==> config.mk <==
export PLATFORM = sky130hd
export DESIGN_NAME = system_watchdog_timer
export DESIGN_NICKNAME = d
export VERILOG_FILES = /design/src/core/wd_pkg.sv /design/src/core/system_watchdog_timer.sv /design/src/core/lf_timebase.sv
export VERILOG_INCLUDE_DIRS = /design/src /design/src/core
export SDC_FILE = /design/constraint.sdc
export NUM_CORES = 1
export LEC_CHECK = 0
export ABC_AREA = 1
export BUFFER_PORTS_ARGS = -buffer_cell sky130_fd_sc_hd__buf_2
export CAP_MARGIN = 20
export CORE_MARGIN = 2
export CORE_UTILIZATION = 30
export DETAILED_ROUTE_END_ITERATION = 10
export PLACE_DENSITY = 0.56
export REMOVE_ABC_BUFFERS = 1
export SKIP_LAST_GASP = 1
export SYNTH_ARGS = -nofsm -noshare
export SYNTH_HDL_FRONTEND = slang
export SYNTH_SLANG_ARGS = --single-unit
==> constraint.sdc <==
create_clock -name i_sys_clk -period 3.45 [get_ports i_sys_clk]
set_input_delay 0.345 -clock i_sys_clk [delete_from_list [all_inputs] [get_ports i_sys_clk]]
set_output_delay 0.345 -clock i_sys_clk [all_outputs]
set_load 0.005 [all_outputs]
==> src/core/wd_regs.svh <==
// register map, field positions, reset values and timing counts
`ifndef WD_REGS_SVH
`define WD_REGS_SVH

`define WD_ADDR_W 4
`define WD_DATA_W 8

`define WD_OFS_CONTROL 4'h0
`define WD_OFS_STATUS 4'h1
`define WD_OFS_MASK 4'h2
`define WD_OFS_FLAGS 4'h3

`define WD_CTL_SWEN_BIT 0
`define WD_CTL_PS_LSB 1
`define WD_CTL_PS_MSB 5

`define WD_EV_RESET_BIT 0
`define WD_EV_WAKE_BIT 1
`define WD_EV_COUNT 2

`define WD_FLG_TO_N_BIT 0
`define WD_FLG_PD_N_BIT 1
`define WD_FLG_LP_BIT 2
`define WD_FLG_RUN_BIT 3

`define WD_PS_RESET 5'h0b
`define WD_PS_MAX 5'h12
`define WD_SWEN_RESET 1'b0
`define WD_MASK_RESET 2'h0

`define WD_LF_OSC_HZ 31000
`define WD_BASE_TICK_US 1000
`define WD_LF_PER_TICK ((`WD_LF_OSC_HZ * `WD_BASE_TICK_US) / 1000000)
`define WD_CNT_W 19

`endif

==> src/core/wd_pkg.sv <==
// types shared by the watchdog timer and its testbench
package wd_pkg;

  typedef enum logic [1:0] {
    MODE_OFF = 2'h0,
    MODE_SW = 2'h1,
    MODE_NO_SLEEP = 2'h2,
    MODE_ALWAYS = 2'h3
  } wd_mode_e;

  typedef enum logic [2:0] {
    ST_DISABLED = 3'h1,
    ST_RUN = 3'h2,
    ST_HOLD = 3'h4
  } wd_state_e;

endpackage

==> src/core/system_watchdog_timer.sv <==
// watchdog timer with sleep wake, status flags and register port
//
// Implementation choices: the strobed register port and the register addresses.
`timescale 1ns/10ps
`include "wd_regs.svh"

module system_watchdog_timer #(
  parameter int LF_PER_TICK = `WD_LF_PER_TICK,
  parameter int CNT_W = `WD_CNT_W
) (
  input wire logic i_sys_clk,
  input wire logic i_rst_n,
  input wire logic i_low_freq_internal_osc,
  input wire wd_pkg::wd_mode_e i_wd_mode_config,
  input wire logic i_sleep,
  input wire logic i_idle,
  input wire logic i_wd_clear_instr,
  input wire logic i_osc_fail,
  input wire logic i_osc_startup_timer,
  input wire logic [`WD_ADDR_W-1:0] i_addr,
  input wire logic [`WD_DATA_W-1:0] i_wdata,
  input wire logic i_wr,
  input wire logic i_rd,
  output logic [`WD_DATA_W-1:0] o_rdata,
  output logic o_wd_reset,
  output logic o_wake,
  output logic o_timeout_flag_n,
  output logic o_powerdown_flag_n,
  output logic o_irq
);
  import wd_pkg::*;

  // period = 2^ps ms; codes above the top one saturate at 2^18 ms, about 262 s
  function automatic logic [CNT_W-1:0] period_last(input logic [4:0] ps);
    logic [4:0] e;
    e = (ps > `WD_PS_MAX) ? `WD_PS_MAX : ps;
    return (CNT_W'(1) << e) - CNT_W'(1);
  endfunction

  logic base_tick;
  logic [4:0] timeout_period_select_reg;
  logic sw_wd_enable_reg;
  logic [`WD_EV_COUNT-1:0] status_reg;
  logic [`WD_EV_COUNT-1:0] status_next;
  logic [`WD_EV_COUNT-1:0] mask_reg;
  logic [`WD_EV_COUNT-1:0] event_set;
  logic [CNT_W-1:0] cnt_reg;
  logic [CNT_W-1:0] cnt_next;
  wd_state_e state_reg;
  wd_state_e state_next;
  logic lp_reg;
  logic low_power;
  logic lp_entry;
  logic lp_exit;
  logic mode_on;
  logic expire;
  logic clear_cnt;
  logic clear_evt;
  logic hit_last;
  logic sel_control;
  logic sel_status;
  logic sel_mask;
  logic sel_flags;
  logic wr_control;
  logic wr_status;
  logic wr_mask;
  logic [`WD_DATA_W-1:0] rd_mux;
  logic [`WD_DATA_W-1:0] control_view;
  logic [`WD_DATA_W-1:0] flags_view;
  logic to_n_next;
  logic pd_n_next;

  lf_timebase #(
    .DIV(LF_PER_TICK)
  ) u_timebase (
    .i_sys_clk(i_sys_clk),
    .i_rst_n(i_rst_n),
    .i_low_freq_internal_osc(i_low_freq_internal_osc),
    .o_base_tick(base_tick)
  );

  // register decode
  assign sel_control = (i_addr == `WD_OFS_CONTROL);
  assign sel_status = (i_addr == `WD_OFS_STATUS);
  assign sel_mask = (i_addr == `WD_OFS_MASK);
  assign sel_flags = (i_addr == `WD_OFS_FLAGS);
  assign wr_control = i_wr & sel_control;
  assign wr_status = i_wr & sel_status;
  assign wr_mask = i_wr & sel_mask;

  assign control_view = {2'h0, timeout_period_select_reg, sw_wd_enable_reg};
  assign flags_view = {4'h0, (state_reg == ST_RUN), low_power,
                       o_powerdown_flag_n, o_timeout_flag_n};
  assign rd_mux = sel_control ? control_view :
                  sel_status ? {6'h0, status_reg} :
                  sel_mask ? {6'h0, mask_reg} :
                  sel_flags ? flags_view : '0;

  // idle counts as low power so a time-out there only wakes
  assign low_power = i_sleep | i_idle;
  assign lp_entry = low_power & ~lp_reg;
  assign lp_exit = ~low_power & lp_reg;

  // operating mode table
  assign mode_on = (i_wd_mode_config == MODE_ALWAYS) |
                   ((i_wd_mode_config == MODE_NO_SLEEP) & ~i_sleep) |
                   ((i_wd_mode_config == MODE_SW) & sw_wd_enable_reg);

  // a clear in the same cycle as the last tick beats the time-out
  assign clear_evt = i_wd_clear_instr | lp_entry | lp_exit |
                     i_osc_fail | i_osc_startup_timer;
  // at or past the end: a shorter period written mid-count still fires
  assign hit_last = (cnt_reg >= period_last(timeout_period_select_reg));
  // a watchdog turned off in the last cycle must not fire
  assign expire = mode_on & (state_reg == ST_RUN) & base_tick & hit_last &
                  ~clear_evt;
  assign clear_cnt = ~mode_on | clear_evt | (state_reg != ST_RUN) |
                     expire;
  // no clock switch input exists: the count only sees its own tick
  assign cnt_next = clear_cnt ? '0 :
                    (base_tick ? cnt_reg + CNT_W'(1) : cnt_reg);

  always_comb begin
    state_next = state_reg;
    if (!mode_on) begin
      state_next = ST_DISABLED;
    end else if (lp_exit) begin
      state_next = ST_HOLD;
    end else begin
      case (state_reg)
        ST_DISABLED: state_next = ST_RUN;
        ST_RUN: state_next = ST_RUN;
        ST_HOLD: state_next = i_osc_startup_timer ? ST_HOLD : ST_RUN;
        default: state_next = ST_DISABLED;
      endcase
    end
  end

  // sticky events, set wins over a write-one clear
  assign event_set[`WD_EV_RESET_BIT] = expire & ~low_power;
  assign event_set[`WD_EV_WAKE_BIT] = expire & low_power;
  genvar g;
  generate
    for (g = 0; g < `WD_EV_COUNT; g = g + 1) begin : g_status
      assign status_next[g] = event_set[g] |
                              (status_reg[g] & ~(wr_status & i_wdata[g]));
    end
  endgenerate

  assign to_n_next = expire ? 1'b0 :
                     (i_wd_clear_instr ? 1'b1 : o_timeout_flag_n);
  assign pd_n_next = (lp_entry | expire) ? 1'b0 :
                     (i_wd_clear_instr ? 1'b1 : o_powerdown_flag_n);

  always_ff @(posedge i_sys_clk) begin
    if (!i_rst_n) begin
      timeout_period_select_reg <= `WD_PS_RESET;
      sw_wd_enable_reg <= `WD_SWEN_RESET;
      mask_reg <= `WD_MASK_RESET;
    end else if (wr_control) begin
      timeout_period_select_reg <= i_wdata[`WD_CTL_PS_MSB:`WD_CTL_PS_LSB];
      sw_wd_enable_reg <= i_wdata[`WD_CTL_SWEN_BIT];
    end else if (wr_mask) begin
      mask_reg <= i_wdata[`WD_EV_COUNT-1:0];
    end
  end

  always_ff @(posedge i_sys_clk) begin
    if (!i_rst_n) begin
      cnt_reg <= '0;
      state_reg <= ST_DISABLED;
      lp_reg <= 1'b0;
    end else begin
      cnt_reg <= cnt_next;
      state_reg <= state_next;
      lp_reg <= low_power;
    end
  end

  always_ff @(posedge i_sys_clk) begin
    if (!i_rst_n) begin
      o_wd_reset <= 1'b0;
      o_wake <= 1'b0;
      o_timeout_flag_n <= 1'b1;
      o_powerdown_flag_n <= 1'b1;
    end else begin
      o_wd_reset <= expire & ~low_power;
      o_wake <= expire & low_power;
      o_timeout_flag_n <= to_n_next;
      o_powerdown_flag_n <= pd_n_next;
    end
  end

  always_ff @(posedge i_sys_clk) begin
    if (!i_rst_n) begin
      status_reg <= '0;
      o_irq <= 1'b0;
      o_rdata <= '0;
    end else begin
      status_reg <= status_next;
      o_irq <= |(status_next & mask_reg);
      o_rdata <= i_rd ? rd_mux : '0;
    end
  end
endmodule

==> src/core/lf_timebase.sv <==
// base tick generator fed by the low frequency oscillator pin
`timescale 1ns/10ps
`include "wd_regs.svh"

module lf_timebase #(
  parameter int DIV = `WD_LF_PER_TICK
) (
  input wire logic i_sys_clk,
  input wire logic i_rst_n,
  input wire logic i_low_freq_internal_osc,
  output logic o_base_tick
);
  localparam int DW = (DIV > 1) ? $clog2(DIV) : 1;
  localparam logic [DW-1:0] DIV_LAST = DW'(DIV - 1);

  logic osc_meta_reg;
  logic osc_sync_reg;
  logic osc_prev_reg;
  logic [DW-1:0] div_reg;
  logic [DW-1:0] div_next;
  logic osc_edge;
  logic tick_next;

  // the oscillator is asynchronous; only rising edges are counted
  assign osc_edge = osc_sync_reg & ~osc_prev_reg;
  assign tick_next = osc_edge & (div_reg == DIV_LAST);
  assign div_next = tick_next ? '0 : (osc_edge ? div_reg + 1'b1 : div_reg);

  always_ff @(posedge i_sys_clk) begin
    osc_meta_reg <= i_low_freq_internal_osc;
    osc_sync_reg <= osc_meta_reg;
  end

  always_ff @(posedge i_sys_clk) begin
    if (!i_rst_n) begin
      // track the pin level in reset so release gives no false edge
      osc_prev_reg <= osc_sync_reg;
      div_reg <= '0;
      o_base_tick <= 1'b0;
    end else begin
      osc_prev_reg <= osc_sync_reg;
      div_reg <= div_next;
      o_base_tick <= tick_next;
    end
  end
endmodule

* Word-level counts from Yosys, hierarchy flattened
Cells that the tools add are included.
Storage, ports and cells: register bits after elaboration 55, input port bits 24, output and inout port bits 13
Operators by class: add/subtract/negate cells 3, $lt $le $gt $ge 2, eq/ne operators 11, shift operators 1, mux-type cells 11, bitwise operators 44, reduce and logical (&&, ||, !) cells 12
Operators with widths (number):
- 19-bit by 1-bit adder with 19-bit output (second input constant) | 1
- 1-bit bitwise AND | 19
- 19-bit >= comparator | 1
- 1-bit by 5-bit left shift with 19-bit output (first input constant) | 1
- 19-bit by 2-bit subtractor with 19-bit output (second input constant) | 1
- 1-bit bitwise OR | 13
- 4-bit two-way mux | 3
- 1-bit inverter | 11
- 4-bit by 2-bit == test with 1-bit output (second input constant) | 2
- 2-bit OR reduction | 4
- 3-bit two-way mux | 2
- 6-bit two-way mux | 1
- 3-bit one-hot mux with 2 select lines | 1
- 2-bit AND reduction | 3
- 5-bit by 1-bit adder with 5-bit output (second input constant) | 1
- 5-bit == test (second input constant) | 1
- 5-bit greater-than comparator (second input constant) | 1
- 5-bit two-way mux | 1
- 5-bit OR reduction | 1
- 2-bit == test (second input constant) | 2
- 4-bit by 1-bit == test with 1-bit output (second input constant) | 1
- 4-bit logical NOT | 1
- 2-bit nonzero test | 2
- 3-bit by 1-bit == test with 1-bit output (second input constant) | 1
- 7 further kinds | 9

* Depth between registers and ports, before layout
Gate-level depths: netlist of run 1.
depth after elaboration 12, depth in mapped cells 25, mapped depth without buffers 24

* By module
A second synthesis of run 1 with hierarchy kept.
Second synthesis, totals: cells, all modules 458, area, all modules 3209.3 µm²
Modules (own cells, without submodules):
- system_watchdog_timer | instances 1, cells each 414, area each 2855.2 µm²
- lf_timebase | instances 1, cells each 44, area each 354.1 µm²

* Least setup slack after synthesis of run 1
No wires, ideal clock.
kind register -> register, from reg timeout_period_select_reg[3], to reg cnt_reg[13], setup time 78 ps, data arrival time 2984 ps, required time 3372 ps, slack 389 ps, stages on the path, launching flop included 23, period minus slack after synthesis 3061 ps, path through dfxtp_1 > nor2_1 > o21ai_2 > nand2_4 > nand2_2 > nor3_1 > nand2_1 > ha_1 > nand3_1 > nor2b_2 > buf_6 > nand2_2 > xor2_1 > ha_1 > a21o_1 > nor2_1 > nand2_1 > nand2_1 > nand4_1 > nand2_1 > nand2_1 > buf_2 > nor3_1
On the way: cells in the longest elaborated chain, start to end 9
RTL lines:
- from (decl) | RTL line system_watchdog_timer.sv:41 | logic [4:0] timeout_period_select_reg;
- from (signal assigned) | RTL line system_watchdog_timer.sv:157 | timeout_period_select_reg <= `WD_PS_RESET;
- from (signal assigned) | RTL line system_watchdog_timer.sv:161 | timeout_period_select_reg <= i_wdata[`WD_CTL_PS_MSB:`WD_CTL_PS_LSB];
- 5-bit greater-than comparator (no line)
- 5-bit two-way mux * | RTL line system_watchdog_timer.sv:36 | e = (ps > `WD_PS_MAX) ? `WD_PS_MAX : ps;
- 1-bit by 5-bit left shift with 19-bit output * | RTL line system_watchdog_timer.sv:37 | return (CNT_W'(1) << e) - CNT_W'(1);
- 19-bit by 2-bit subtractor with 19-bit output * | RTL line system_watchdog_timer.sv:37
- 19-bit >= comparator * | RTL line system_watchdog_timer.sv:113 | assign hit_last = (cnt_reg >= period_last(timeout_period_select_reg));
- 1-bit bitwise AND * (2 in a row) | RTL line system_watchdog_timer.sv:115 | assign expire = mode_on & (state_reg == ST_RUN) & base_tick & hit_last &
- 1-bit bitwise OR * | RTL line system_watchdog_timer.sv:117 | assign clear_cnt = ~mode_on | clear_evt | (state_reg != ST_RUN) |
- 2-bit OR reduction (no line) *
- to (signal assigned) | RTL line system_watchdog_timer.sv:174 | cnt_reg <= cnt_next;
- to (decl) | RTL line system_watchdog_timer.sv:47 | logic [CNT_W-1:0] cnt_reg;
Mark *: on every way between the ends. The rest lies on a longest branch, timed or not. A chain may end at the register's enable or synchronous reset.

* Worst setup path in the final report of run 1
from reg timeout_period_select_reg[0], to reg cnt_reg[6]
Same word-level chain as after synthesis.

==> reports/metrics.csv, run 1 <==
stage,metric,value,unit
status,status,finished clean,
sta,max_slew_margin,57.82,%
drt,remaining_drc_errors,0,
min_path,hold_path_class,primary input to flip-flop,
drt,drt_iter0_drc,108,
placed_design,dp_hpwl,5.940,mm
logic_synthesis,yosysTopAreaCellShare,33.57,%
placed_design,portBuffers,32,
drt,wl_per_cell,11.28,µm
critical_path,worstSetupEndpointType,flip-flop,
logic_synthesis,synth.area.top_cells,"dfxtp_1, nand2_1, ha_1, nor2_1, inv_1",
clock_tree,cts_hold_buf,0,
critical_path,required,3.69,ns
sta,skew,0.003433,ns
logic_synthesis,ys_warn_count,0,
die,die_y,106.6,µm
layout,regArea,1062,µm²
logic_synthesis,synth.avg_cell_area,6.782,µm²
flow_run,cap_violations,0,
logic_synthesis,netlist.top_cell.by_area,dfxtp_1,
clock_tree,htreeDepth,2,
power_and_ir_drop,p_leak,0.001720,µW
sta,max_freq,0.3208,GHz
sta,min_period,3.117,ns
logic_synthesis,synth_edf_count,0,
logic_synthesis,synthArstFlopShare,0,%
clock_tree,cts_root_buf,clkbuf_8,
power_and_ir_drop,power,1182,µW
logic_synthesis,ys_ff_latch,53,
grt,grt_use_total,13.72,%
layout,fin_util,36.32,%
die,core,10280,µm²
sta,period_share,90.35,%
die,start_util,30.75,%
layout,mostFrequentLayoutCells,"nand2_1, nor2_1, inv_1",
logic_synthesis,synthesis.instances,466,
critical_path,critPathLaunchType,flip-flop,
grt,grt_max_degree,19,
grt,antenna_found_initial,0,
drt,ant_nets,0,
grt,grt_pass1_wl,13.01,mm
layout,n_fill_cell,1150,
clock_tree,postCtsSetupBuffers,0,
drt,wirelength,7.365,mm
critical_path,critPathArrivalTime,3.35,ns
die,rows,37,
logic_synthesis,yosys.cell_types.count,37,
sta,report.final.hold_viol_count,0,
layout,drive_above_1_share,16.25,%
critical_path,critPathKind,flip-flop to flip-flop,
layout,area_growth,18.09,%
placed_design,place_congestion,0.8077,
critical_path,cp_max_fo,7,
die,ios,37,
clock_tree,cts_max_path_buffers,2,
layout,multi_input_area,1864,µm²
drt,vias_per_cell,4.677,
logic_synthesis,netlist_area,3161,µm²
grt,grt_overflow_total,0,
sta,worstMarginPinSlew,0.6269,ns
die,die_w,106.6,µm
clock_tree,cts_resized,0,
layout,layout_commonest_cell,nand2_1,
clock_tree,cts_tree,built,
clock_tree,cts_made_buffers,5,
clock_tree,cts_sinks,53,
layout,diodes,0,
sta,final_max_slew_viol_count,0,
clock_tree,clk_pin_slew_worst_paths,0.10,ns
power_and_ir_drop,ir_drop,0.0001867,V
layout,largest_reg_flops,19,
layout,finalNetCount,563,
logic_synthesis,seq_area_frac_synth,33.57,%
die,die_area,11370,µm²
drt,vias,3054,
clock_tree,insertion_delay,0.30,ns
drt,dr.pass1.iters,4,
sta,setup_viol,0,
power_and_ir_drop,power_density,316.8,nW/µm²
logic_synthesis,synth_top_flop_cell,dfxtp_1,
grt,grt_pass1_vias,3006,
-- metal layers --
layer / global-route usage [%] / part of all wire, % / wire length, µm / vias to the layer above
li1: - / - / - / 1632
met1: 17.91 / 48 / 3561 / 1363
met2: 23.93 / 47 / 3447 / 51
met3: 2.614 / 3.5 / 258 / 8
met4: 2.134 / 1.3 / 98 / 0
met5: 0 / 0 / 0 / -
-- power by group --
part / internal, µW / switching (µW) / total, µW / leakage (µW)
combinational: 41.4 / 68.5 / 110 / 0.00123
sequential: 621 / 5.73 / 627 / 0.000429
clock: 223 / 223 / 446 / 0.0000603
total: 885 / 297 / 1180 / 0.00172
-- cells by family (layout without fill, tap and decap cells) --
group           count (synthesis)  count (layout)  share of synthesized area [%]
compound gates                 59              59                          10.73
xor+xnor                       11              11                          3.048
fa+ha+maj                      23              23                          9.105
buf+inv                        69             119                          8.749
flops                          53              53                          33.57
other cells                     1               2                         0.1187
simple gates                  250             250                          34.68
-- area by class of cell --
type,instances,area share [%]
inverters,63,6.336
clock inverters,3,1.341
multi-input cells,345,49.95
well taps,136,4.559
repair buffers,48,7.509
flip-flops and latches,53,28.46
clock buffers,5,1.844
-- metrics by stage --
step / std cells / TNS (ns) / hold WS, ns / cell area (µm²) / setup slack (ns)
floorplan: 461 / 0 / 0.3096 / 3124 / 0.1131
global placement: 645 / 0 / 0.3215 / 3575 / 0.1875
detailed placement: 645 / 0 / 0.3244 / 3575 / 0.1309
CTS: 653 / 0 / 0.1247 / 3694 / 0.07796
global route: 653 / -0.02882 / 0.1210 / 3732 / -0.01074
finish: 653 / 0 / 0.1350 / 3732 / 0.3331
-- synthesized netlist by cell type, drive strengths merged (2+ instances only) --
master  instances
a21oi          29
a221oi          2
a31oi           2
buf             5
dfxtp          53
ha             23
inv            62
nand2         110
nand3          22
nand4          21
nor2           71
nor3           17
nor3b           3
o21ai          17
o22ai           3
or2             3
xor2           10
-- final timing paths --
check / cells past startpoint / start / endpoint / slack (ns)
hold / removal: 1 / i_low_freq_internal_osc / u_timebase.osc_meta_reg / 0.13
setup reg to reg: 21 / timeout_period_select_reg[0] / cnt_reg[6] / 0.33
hold reg to reg: 0 / u_timebase.osc_meta_reg / u_timebase.osc_sync_reg / 0.35
setup / recovery: 21 / timeout_period_select_reg[0] / cnt_reg[6] / 0.33
-- worst max-delay path: stages (launching register included) --
cell	delay (ns)
dfxtp_1	0.36
inv_2	0.05
o21ai_2	0.17
nand2_4	0.07
nand2_2	0.08
nor2_1	0.07
nand3_1	0.08
ha_1	0.18
nand3_2	0.11
nor2b_4	0.25
nand2_2	0.07
xor2_1	0.16
ha_1	0.31
a21o_1	0.18
nor2_1	0.10
nand2_1	0.06
nand2_1	0.05
nand4_1	0.13
nand2_1	0.16
nand2_4	0.09
buf_4	0.17
nor3b_2	0.16
Note: power is estimated with default switching activity, not from simulation.
==> inputs of run 2 (changes only) <==
- PLACE_DENSITY: 0.56 -> 0.57
- clock period: 3.45 -> 2.65 ns (I/O delays scaled with it)
==> run 2 against run 1 <==
Net effect:
- the flow now finishes with violations (negative setup slack)
- register-to-register slack worse by 0.70 ns
- total power up 27%
- routed wire length up 12%
- critical path type unchanged
- critical endpoint unchanged
==> reports/metrics.csv, run 2 (synthesis gave the netlist of run 1 again) <==
stage,metric,value,unit,change
status,status,"finished, violations left",,
status,violations,negative setup slack,,
placed_design,place_congestion,0.8364,,+3.6%
sta,setup_viol,26,,+26
grt,antenna_found_initial,0,,unchanged
drt,wirelength,8.221,mm,+12%
power_and_ir_drop,swShare,26.65,%,+1.5 points
drt,dr.pass1.iters,4,,unchanged
drt,drt_iter0_drc,177,,+64%
sta,period_share,113.7,%,+23 points
die,start_util,30.75,%,unchanged
layout,diodes,0,,unchanged
grt,grt_pass1_wl,13.86,mm,+6.5%
sta,report.final.hold_viol_count,0,,unchanged
layout,multi_input_area,2039,µm²,+9.4%
layout,n_fill_cell,1125,,-2.2%
sta,skew,0.01089,ns,+0.007455 ns
drt,vias_per_cell,4.676,,about the same
power_and_ir_drop,p_int,1098,µW,+24%
sta,min_period,3.012,ns,-0.1050 ns
grt,grt_overflow_total,0,,unchanged
placed_design,portBuffers,32,,unchanged
die,die_area,11370,µm²,unchanged
critical_path,worstSetupEndpointType,flip-flop,,
clock_tree,cts_hold_buf,0,,unchanged
layout,instances_no_fill,689,,+5.5%
layout,fin_util,40.72,%,+4.4 points
critical_path,required,2.90,ns,-0.79 ns
clock_tree,htreeDepth,2,,unchanged
sta,worstMarginPinSlew,0.6251,ns,-0.001824 ns
critical_path,critPathLaunchType,flip-flop,,
die,die_y,106.6,µm,unchanged
layout,regArea,1066,µm²,+0.35%
clock_tree,cts_made_buffers,5,,unchanged
die,core,10280,µm²,unchanged
critical_path,critPathKind,flip-flop to flip-flop,,
layout,area_growth,32.42,%,
sta,hold_slack,0.04887,ns,-0.08609 ns
drt,vias,3222,,+5.5%
sta,max_slew_margin,57.94,%,+0.12 points
grt,grt_use_total,14.78,%,+1.1 points
sta,grt_setup_unrepaired,true,,
drt,ant_nets,0,,unchanged
clock_tree,cts_sinks,53,,unchanged
layout,drive_above_1_share,27.67,%,+11 points
clock_tree,clk_pin_slew_worst_paths,0.11,ns,about the same
power_and_ir_drop,ir_drop,0.0002794,V,+50%
flow_run,cap_violations,0,,unchanged
clock_tree,cts_root_buf,clkbuf_8,,
power_and_ir_drop,combPwrFrac,11.6,%,+2.3 points
sta,max_freq,0.3320,GHz,+3.5%
sta,final_max_slew_viol_count,0,,unchanged
die,ios,37,,unchanged
critical_path,critPathArrivalTime,3.26,ns,-0.09 ns
power_and_ir_drop,p_seq_share,54.5,%,+1.5 points
placed_design,dp.cells,675,,+4.7%
die,rows,37,,unchanged
min_path,hold_path_class,primary input to flip-flop,,
clock_tree,cts_max_path_buffers,2,,unchanged
layout,largest_reg_flops,19,,unchanged
placed_design,dp_hpwl,6.310,mm,+6.2%
critical_path,cp_max_fo,7,,unchanged
power_and_ir_drop,power,1496,µW,+27%
grt,grt_max_degree,18,,-1
clock_tree,insertion_delay,0.32,ns,+0.02 ns
layout,layout_commonest_cell,nand2_1,,
power_and_ir_drop,p_leak,0.001902,µW,+11%
power_and_ir_drop,clockPowerShare,33.9,%,-3.8 points
grt,grt_pass1_vias,3097,,+3.0%
die,die_w,106.6,µm,unchanged
power_and_ir_drop,power.switching,398.8,µW,+34%
clock_tree,cts_tree,built,,
power_and_ir_drop,power_density,357.5,nW/µm²,+13%
sta,layout_setup_ws,-0.3619,ns,-0.6950 ns
drt,remaining_drc_errors,0,,unchanged
layout,finalNetCount,599,,+6.4%
drt,wl_per_cell,11.93,µm,+5.8%
layout,mostFrequentLayoutCells,"nand2_1, nor2_1, inv_1",,
[run 2: changes by cell type in the layout (fill, tap and decap cells not counted), moves of 4 or more]
cell | previous run | this run
buf_4 | 16 | 47
nand2_2 | 3 | 9
nand3_1 | 21 | 17
nand2_1 | 105 | 98
buf_6 | 0 | 5
ha_4 | 0 | 4
nor2_2 | 6 | 10
ha_1 | 23 | 19
nor2_1 | 65 | 59
[run 2: final cells by class]
cell class                 count  area share, %
multi-input combinational    345          48.73
sequential                    53          25.47
timing repair buffer          84          13.60
inverter                      63          5.740
tap                          136          4.066
clock buffer                   6          1.973
clock inverter                 2         0.4185
[run 2: what timing repair did]
action                                  in CTS  in global routing
pin swaps                                   13                 25
endpoints found under the setup margin      26                 26
endpoints found under the hold margin        0                  0
setup buffers                                8                  0
cloned                                       1                  0
gates resized for setup                     25                 33
[run 2: worst paths after layout]
path | end | startpoint | cells after the start | slack (ns)
hold reg to reg | u_timebase.osc_sync_reg | u_timebase.osc_meta_reg | 0 | 0.34
setup / recovery | cnt_reg[6] | timeout_period_select_reg[0] | 20 | -0.36
hold / removal | u_timebase.osc_meta_reg | i_low_freq_internal_osc | 1 | 0.05
setup reg to reg | cnt_reg[6] | timeout_period_select_reg[0] | 20 | -0.36
[run 2: critical path, cell delays in order, from the launching register on]
cell     delay, ns
dfxtp_2       0.35
inv_2         0.05
o21ai_4       0.16
nand2_4       0.08
nand2_4       0.08
nor3_4        0.05
nand2_2       0.09
ha_4          0.15
nand3_4       0.07
nor2b_4       0.21
nand2_2       0.08
xor2_1        0.17
ha_1          0.32
a21oi_1       0.19
a21oi_2       0.08
nor2_2        0.12
nand4_1       0.15
nand2_2       0.14
nand2_4       0.08
buf_6         0.15
nor3b_2       0.15
[run 2: routing by layer]
layer / part of all wire (%) / wire (µm) / GRT usage (%) / up-vias
met2: 46 / 3814 / 24.57 / 50
met5: 0 / 0 / 0 / -
met1: 49 / 4010 / 19.83 / 1458
li1: - / - / - / 1706
met4: 1.2 / 97 / 3.432 / 0
met3: 3.6 / 299 / 2.857 / 8
[run 2: through the flow]
stage	setup TNS [ns]	setup WS [ns]	cell area, µm²
finish	-7.461	-0.3619	4185
global route	-13.14	-0.5816	4185
detailed placement	-13.38	-0.5979	3800
floorplan	-12.14	-0.6869	3124
global placement	-9.178	-0.3917	3800
CTS	-7.605	-0.3532	4053
[run 2: power groups by stage]
stage | sequential (µW) | clock (µW) | combinational (µW)
floorplan | 834 | 0 | 89.6
global placement | 834 | 0 | 154
detailed placement | 834 | 0 | 157
CTS | 816 | 525 | 162
global route | 818 | 549 | 197
finish | 816 | 507 | 173
